## src/ars_pkg.sv

```systemverilog
// shared types and constants of the converter reset and sync sequencer
// assumes one core clock; the sampling clock arrives as a one-cycle tick
package ars_pkg;

  // ==========================================================
  // sample and frame layout
  localparam int ARS_CODE_W = 10;   // converter code width
  localparam int ARS_PORTS = 4;     // demultiplexer ports a..d
  localparam int ARS_SLOT_W = 2;    // slot pointer width

  typedef struct packed {
    logic oor;                      // out-of-range flag
    logic [ARS_CODE_W-1:0] code;    // converted code
  } ars_sample_t;

  typedef struct packed {
    ars_sample_t port_d;            // fourth sample
    ars_sample_t port_c;            // third sample
    ars_sample_t port_b;            // second sample
    ars_sample_t port_a;            // first sample
  } ars_frame_t;

  // ==========================================================
  // configuration register file
  localparam int ARS_CFG_AW = 3;    // eight configuration words
  localparam int ARS_CFG_DW = 16;   // word width
  localparam logic [ARS_CFG_AW-1:0] ARS_CFG_ADDR_POL = 3'h6;  // holds polarity bit
  localparam int ARS_POL_BIT = 8;   // sync reset polarity bit position
  localparam logic [ARS_CFG_DW-1:0] ARS_CFG_DEF = 16'h0000;     // default, plain words
  localparam logic [ARS_CFG_DW-1:0] ARS_CFG_DEF_POL = 16'h0100; // default, active high

  // ==========================================================
  // slot and pattern constants
  localparam logic [ARS_SLOT_W-1:0] ARS_SLOT_FIRST = 2'h0;  // port a slot
  localparam logic [ARS_SLOT_W-1:0] ARS_SLOT_LAST = 2'h3;   // port d slot
  localparam logic [ARS_SLOT_W-1:0] ARS_SLOT_HIGH = 2'h2;   // ready clock high from here
  localparam logic [ARS_CODE_W-1:0] ARS_CHK_EVEN = 10'h155; // checkerboard phase 0
  localparam logic [ARS_CODE_W-1:0] ARS_CHK_ODD = 10'h2AA;  // checkerboard phase 1

  // ==========================================================
  // sequencer states
  typedef enum logic [1:0] {
    ARS_ST_SYNC = 2'b00,            // output clock sync reset held
    ARS_ST_WAIT = 2'b01,            // released, waiting for first sampling edge
    ARS_ST_RUN = 2'b10              // converting
  } ars_state_t;

endpackage

```

## src/ars_sequencer.sv

```systemverilog
// converter reset, output clock sync and demultiplexer order logic
// assumes all pins synchronous to core_clk; sampling edges come as sample_tick
//
// Notes on behaviour
// - sync reset realigns the ready clock generator
// - first ready clock transition is a rise
// - first sample lands in slot a
// - order reset realigns ports a, b, c, d
// - order reset restarts the checkerboard pattern
// - config reset restores all config defaults
// - sync reset polarity from config bit
// - order reset is active high
// - basic sequence gives no fixed latency
// - all converters start on first restarted edge
`timescale 1ns/1ps
`default_nettype none

module ars_sequencer (
  input wire logic core_clk,                               // core clock, 40 MHz
  input wire logic sys_rst,                                // async reset, active high
  input wire logic output_clock_sync_reset,                // sync reset pin, polarity set
  input wire logic demux_order_reset,                      // order reset, active high
  input wire logic config_reset,                           // config defaults, active high
  input wire logic cfg_wr_en,                              // config write strobe
  input wire logic [ars_pkg::ARS_CFG_AW-1:0] cfg_addr,     // config word address
  input wire logic [ars_pkg::ARS_CFG_DW-1:0] cfg_wr_data,  // config write data
  output logic [ars_pkg::ARS_CFG_DW-1:0] cfg_rd_data,      // addressed config word
  input wire logic sample_tick,                            // sampling clock rising edge
  input wire ars_pkg::ars_sample_t sample_in,              // converted sample
  input wire logic test_pattern_en,                        // checkerboard instead of data
  output logic sample_ready_clock,                         // output data clock level
  output ars_pkg::ars_frame_t frame_out,                   // demultiplexed ports a..d
  output logic frame_valid,                                // one-cycle pulse per frame
  output logic sync_active,                                // sync reset seen as active
  output logic running                                     // converter running
);
  import ars_pkg::*;

  // ==========================================================
  // configuration register file
  logic [ARS_CFG_DW-1:0] cfg_reg [2**ARS_CFG_AW];  // config words
  logic [ARS_CFG_DW-1:0] cfg_next [2**ARS_CFG_AW]; // next config words
  logic [ARS_CFG_DW-1:0] rd_reg;                   // registered read data
  logic [ARS_CFG_DW-1:0] rd_next;                  // next read data

  // default of one word
  function automatic logic [ARS_CFG_DW-1:0] cfg_default(input int idx);
    logic [ARS_CFG_DW-1:0] val;
    val = (idx == int'(ARS_CFG_ADDR_POL)) ? ARS_CFG_DEF_POL : ARS_CFG_DEF;
    return val;
  endfunction

  // next values: config reset wins over a write
  always_comb begin
    for (int i = 0; i < 2**ARS_CFG_AW; i++) begin
      if (config_reset) begin
        cfg_next[i] = cfg_default(i);
      end else if (cfg_wr_en && (cfg_addr == i[ARS_CFG_AW-1:0])) begin
        cfg_next[i] = cfg_wr_data;    // plain write
      end else begin
        cfg_next[i] = cfg_reg[i];     // hold
      end
    end
    rd_next = cfg_reg[cfg_addr];
  end

  // register the config file
  always_ff @(posedge core_clk or posedge sys_rst) begin
    if (sys_rst) begin
      for (int i = 0; i < 2**ARS_CFG_AW; i++) begin
        cfg_reg[i] <= (i == int'(ARS_CFG_ADDR_POL)) ? ARS_CFG_DEF_POL : ARS_CFG_DEF;
      end
      rd_reg <= ARS_CFG_DEF;
    end else begin
      for (int i = 0; i < 2**ARS_CFG_AW; i++) begin
        cfg_reg[i] <= cfg_next[i];
      end
      rd_reg <= rd_next;
    end
  end

  assign cfg_rd_data = rd_reg;

  // ==========================================================
  // reset decode
  logic sync_pol;    // 1: sync reset active high
  logic sync_now;    // sync reset active this cycle
  logic order_now;   // order reset active this cycle

  always_comb begin
    sync_pol = cfg_reg[ARS_CFG_ADDR_POL][ARS_POL_BIT];
    sync_now = sync_pol ? output_clock_sync_reset : ~output_clock_sync_reset;
    order_now = demux_order_reset;
  end

  // ==========================================================
  // sequencer, slot pointer, ready clock and pattern state
  ars_state_t state_reg;                 // sequencer state
  ars_state_t state_next;                // next state
  logic [ARS_SLOT_W-1:0] slot_reg;       // slot of next sample
  logic [ARS_SLOT_W-1:0] slot_next;      // next slot
  logic ready_reg;                       // ready clock level
  logic ready_next;                      // next ready clock level
  logic chk_reg;                         // checkerboard phase
  logic chk_next;                        // next checkerboard phase
  ars_frame_t acc_reg;                   // samples gathered so far
  ars_frame_t acc_next;                  // next gathered samples
  ars_frame_t frame_reg;                 // output frame
  ars_frame_t frame_next;                // next output frame
  logic valid_reg;                       // frame pulse
  logic valid_next;                      // next frame pulse
  ars_sample_t smp;                      // sample or pattern to store
  logic take;                            // store a sample this cycle

  always_comb begin
    state_next = state_reg;
    slot_next = slot_reg;
    ready_next = ready_reg;
    chk_next = chk_reg;
    acc_next = acc_reg;
    frame_next = frame_reg;
    valid_next = 1'b0;
    take = 1'b0;
    // pattern or live sample
    smp.oor = test_pattern_en ? 1'b0 : sample_in.oor;
    smp.code = test_pattern_en ? (chk_reg ? ARS_CHK_ODD : ARS_CHK_EVEN) : sample_in.code;
    unique case (state_reg)
      ARS_ST_SYNC: begin
        // generator held and realigned, ready clock parked low
        ready_next = 1'b0;
        slot_next = ARS_SLOT_FIRST;
        if (!sync_now) begin
          state_next = ARS_ST_WAIT;
        end
      end
      ARS_ST_WAIT: begin
        // no edge counted until the sampling clock restarts
        if (sync_now) begin
          state_next = ARS_ST_SYNC;
        end else if (sample_tick) begin
          state_next = ARS_ST_RUN;
          take = 1'b1;
        end
      end
      ARS_ST_RUN: begin
        // free running; latency only fixed if the clock was stopped during resets
        if (sync_now) begin
          state_next = ARS_ST_SYNC;
          ready_next = 1'b0;
          slot_next = ARS_SLOT_FIRST;
        end else if (sample_tick) begin
          take = 1'b1;
        end
      end
      default: begin
        state_next = ARS_ST_SYNC;    // illegal code recovers into reset
        ready_next = 1'b0;
        slot_next = ARS_SLOT_FIRST;
      end
    endcase
    // store one sample into its slot
    if (take) begin
      unique case (slot_reg)
        2'h0: acc_next.port_a = smp;
        2'h1: acc_next.port_b = smp;
        2'h2: acc_next.port_c = smp;
        default: acc_next.port_d = smp;
      endcase
      slot_next = slot_reg + 2'h1;
      chk_next = ~chk_reg;
      // low for two samples, high for two: the first change is a rise
      ready_next = (slot_next >= ARS_SLOT_HIGH);
      if (slot_reg == ARS_SLOT_LAST) begin
        frame_next = acc_next;
        frame_next.port_d = smp;
        valid_next = 1'b1;
      end
    end
    // order reset realigns slots and pattern, whatever the state
    if (order_now) begin
      slot_next = ARS_SLOT_FIRST;
      chk_next = 1'b0;
      acc_next = '0;
      valid_next = 1'b0;
    end
  end

  // register sequencer state
  always_ff @(posedge core_clk or posedge sys_rst) begin
    if (sys_rst) begin
      state_reg <= ARS_ST_SYNC;
      slot_reg <= ARS_SLOT_FIRST;
      ready_reg <= 1'b0;
      chk_reg <= 1'b0;
      acc_reg <= '0;
      frame_reg <= '0;
      valid_reg <= 1'b0;
    end else begin
      state_reg <= state_next;
      slot_reg <= slot_next;
      ready_reg <= ready_next;
      chk_reg <= chk_next;
      acc_reg <= acc_next;
      frame_reg <= frame_next;
      valid_reg <= valid_next;
    end
  end

  // ==========================================================
  // outputs
  assign sample_ready_clock = ready_reg;
  assign frame_out = frame_reg;
  assign frame_valid = valid_reg;
  assign sync_active = sync_now;
  assign running = (state_reg == ARS_ST_RUN);

endmodule

`default_nettype wire

```

## config.mk

```make
export PLATFORM = sky130hd
export DESIGN_NAME = ars_sequencer
export DESIGN_NICKNAME = d
export VERILOG_FILES = /design/src/ars_pkg.sv /design/src/ars_sequencer.sv
export SDC_FILE = /design/constraint.sdc
export NUM_CORES = 1
export LEC_CHECK = 0
export BUFFER_PORTS_ARGS = -buffer_cell sky130_fd_sc_hd__buf_2
export CELL_PAD_IN_SITES_DETAIL_PLACEMENT = 0
export CELL_PAD_IN_SITES_GLOBAL_PLACEMENT = 1
export CORE_UTILIZATION = 48
export CTS_CLUSTER_SIZE = 20
export DETAILED_ROUTE_END_ITERATION = 16
export GPL_TIMING_DRIVEN = 0
export PLACE_DENSITY = 0.93
export SLEW_MARGIN = 5
export SYNTH_ARGS = -nofsm -noshare
export SYNTH_HDL_FRONTEND = slang
export SYNTH_SLANG_ARGS = --single-unit
```

## constraint.sdc

```tcl
create_clock -name core_clk -period 15.3 [get_ports core_clk]
set_input_delay 3.06 -clock core_clk [delete_from_list [all_inputs] [get_ports core_clk]]
set_output_delay 3.06 -clock core_clk [all_outputs]
set_load 0.1 [all_outputs]
```

==> metrics.txt <==
Buffers on Ports=82; clock-pin slew on the worst setup and hold paths=60 ps; H-tree levels=1; max reg flops=128; IO Count=102; Fillers=1824; Die Area=0.0220 mm2; Hold Path Origin=frame_out[26]; Post-Syn Instances=1011; Row Count=53; r2r worst-path depth=7; DR pass1 iterations=6; gpl congestion=0.813; initial core utilization=48.9%; pwr dens=118 mW/mm2; die height=148 um; total core area=0.0210 mm2; Post-Place Worst Slack=8210 ps; commonest non-fill, non-tap cell in the layout=nand2_1; share of cells above drive strength 1=20.8%; drt first-iter violations=550; type of the worst min-delay path=flop to flop; Final Slew Violations=0; multi-input logic area=0.00415 mm2; DP Wirelength=18100 um; clk root buf=clkbuf_16; Max Cap Violations=0; global-route wire length before repair=42500 um; gr ovfl total=0; worst r2r src=state_reg[0]; Static Leak=0.00558 uW; CTS tree=done; final WL=26200 um; worst hold margin=469 ps; # hold bufs at CTS=0; syn avg cell area=10.2 um2; Hold Path Stages=1; post_cts resized=0; RSZ-0062 raised after global routing=no; largest net degree at the start of global routing=105; number of remaining DRC errors=0; WP data required=12240 ps; crit path launch type=primary input; syn nets=1057; most frequent cells in the layout=275 x nand2_1, 227 x dfrtp_1, 140 x a21oi_1; routed length per instance=18.5 um; Clock Skews=20.3 ps; Post-Route Utilization=56.8%; Via density=5.55; CP arrival=4020 ps; worst slew pin tran=897 ps; sequential share of the synthesized area=55.5%; flops & latches, synth=228; Vias=7860; Setup TNS=0 ps; Die W=148 um; initial antenna violation count=0; DRT antenna net count=0; Final Critical Period=7080 ps; setup violators final=0; Synth Cell Area=0.0103 mm2; worst rel slew slack=40.2%; kind of critical path=primary input to primary output; Tcrit/Tclk final=46.3%; Netlist cell types=39; clk sinks=228; Final Hold Fails=0; global-route usage over all layers=24.7%; FF+latch area=0.00571 mm2; fmax=141 MHz; CTS Buf Count=25; Inserted Diodes=0; r2r setup slk=13130 ps; Hold EP=frame_out[26]; CP Capture Type=primary output; status=finished, final reports clean; worst setup margin=8220 ps; VDD IR max=125 uV; Skew-Pair Late Insertion Delay=520 ps; # Post-CTS Setup Buffers=0; RR Endpoint=frame_out[34]; vias in the first global route=7854; Synth warnings=0; post-layout net count=1168; Syn-to-layout area delta=16.0%; CTS max path bufs=3; highest fanout seen on the critical path=10
==> cells by family after synthesis <==
logic type / synth area share, %
AND/OR/NAND/NOR: 15.4
adder cells (fa/ha/maj): 0.973
AO/OA/AOI/OAI: 14.3
multiplexers: 9.45
flip-flops: 55.5
XOR/XNOR: 0.170
buffers and inverters: 4.24
==> worst max-delay path, stage by stage <==
cell and delay [ps]:
buf_2 110, xor2_1 170, buf_4 180, inv_1 70, buf_2 420
==> routing by layer <==
layer | global-route usage [%] | share of wire [%] | up-vias
met5 | 0 | 0 | -
met4 | 6.39 | 2.1 | 0
met3 | 3.37 | 5.6 | 40
met2 | 42.3 | 50 | 256
met1 | 33.3 | 42 | 3884
li1 | - | - | 3680
==> cell type report <==
cell class	instances	share of cell area (%)
flip-flops and latches	228	47.8
multi-input cells	693	34.7
clock buffers	36	6.17
repair buffers	84	3.90
plain buffers	83	3.44
well taps	275	2.88
clock inverters	9	0.797
inverters	7	0.283
==> report_power, final <==
| part | internal, uW | total [uW] | switching (uW) |
|---|---|---|---|
| registers | 622 | 632 | 10.7 |
| logic | 46.7 | 169 | 122 |
| clock network | 366 | 605 | 238 |
==> how the worst max path moves through the flow <==
stage | startpoint | slack [ps] | end
6_report | output_clock_sync_reset | 8220 | sync_active
5_1_grt | output_clock_sync_reset | 8170 | sync_active
4_1_cts | output_clock_sync_reset | 8210 | sync_active
3_5_place_dp | output_clock_sync_reset | 8210 | sync_active
3_3_place_gp | sys_rst | 3500 | acc_reg[26]
2_1_floorplan | sys_rst | 5990 | acc_reg[0]
==> synthesized netlist by cell type <==
cell / instances / area, um2
nand2b_2: 1 / 8.76
o21ai_0: 15 / 75.1
nand3_1: 6 / 30.0
a21oi_1: 140 / 701
inv_1: 6 / 22.5
o31ai_1: 1 / 7.51
ha_1: 8 / 100
buf_6: 3 / 33.8
clkbuf_1: 38 / 143
nand2_2: 3 / 18.8
dfrtp_1: 227 / 5680
and2_0: 1 / 6.26
nor2b_1: 4 / 25.0
buf_1: 1 / 3.75
clkinv_1: 1 / 3.75
nor3_4: 2 / 32.5
xnor2_1: 1 / 8.76
buf_2: 31 / 155
nand2_1: 275 / 1030
a31oi_1: 1 / 6.26
mux2_2: 17 / 191
mux4_2: 32 / 721
nand3b_1: 2 / 15.0
dfstp_2: 1 / 26.3
nor2_2: 2 / 12.5
nor2_1: 67 / 251
and2_1: 2 / 12.5
nand2b_1: 2 / 12.5
a21o_1: 31 / 233
and3_4: 3 / 33.8
nand4_1: 1 / 6.26
a211oi_1: 60 / 450
nor2_4: 4 / 45.0
xor2_1: 1 / 8.76
and2b_1: 2 / 15.0
nand3_2: 2 / 20.0
nor3_1: 1 / 5.00
buf_4: 10 / 75.1
mux2i_1: 6 / 60.1
==> stage by stage <==
step	power, uW	area, um2	std cells
floorplan	764	10300	1011
global placement	807	11000	1368
detailed placement	812	11100	1370
CTS	1420	11900	1415
global route	1460	11900	1415
finish	1410	11900	1415
Note: power is estimated with default switching activity, not from simulation.
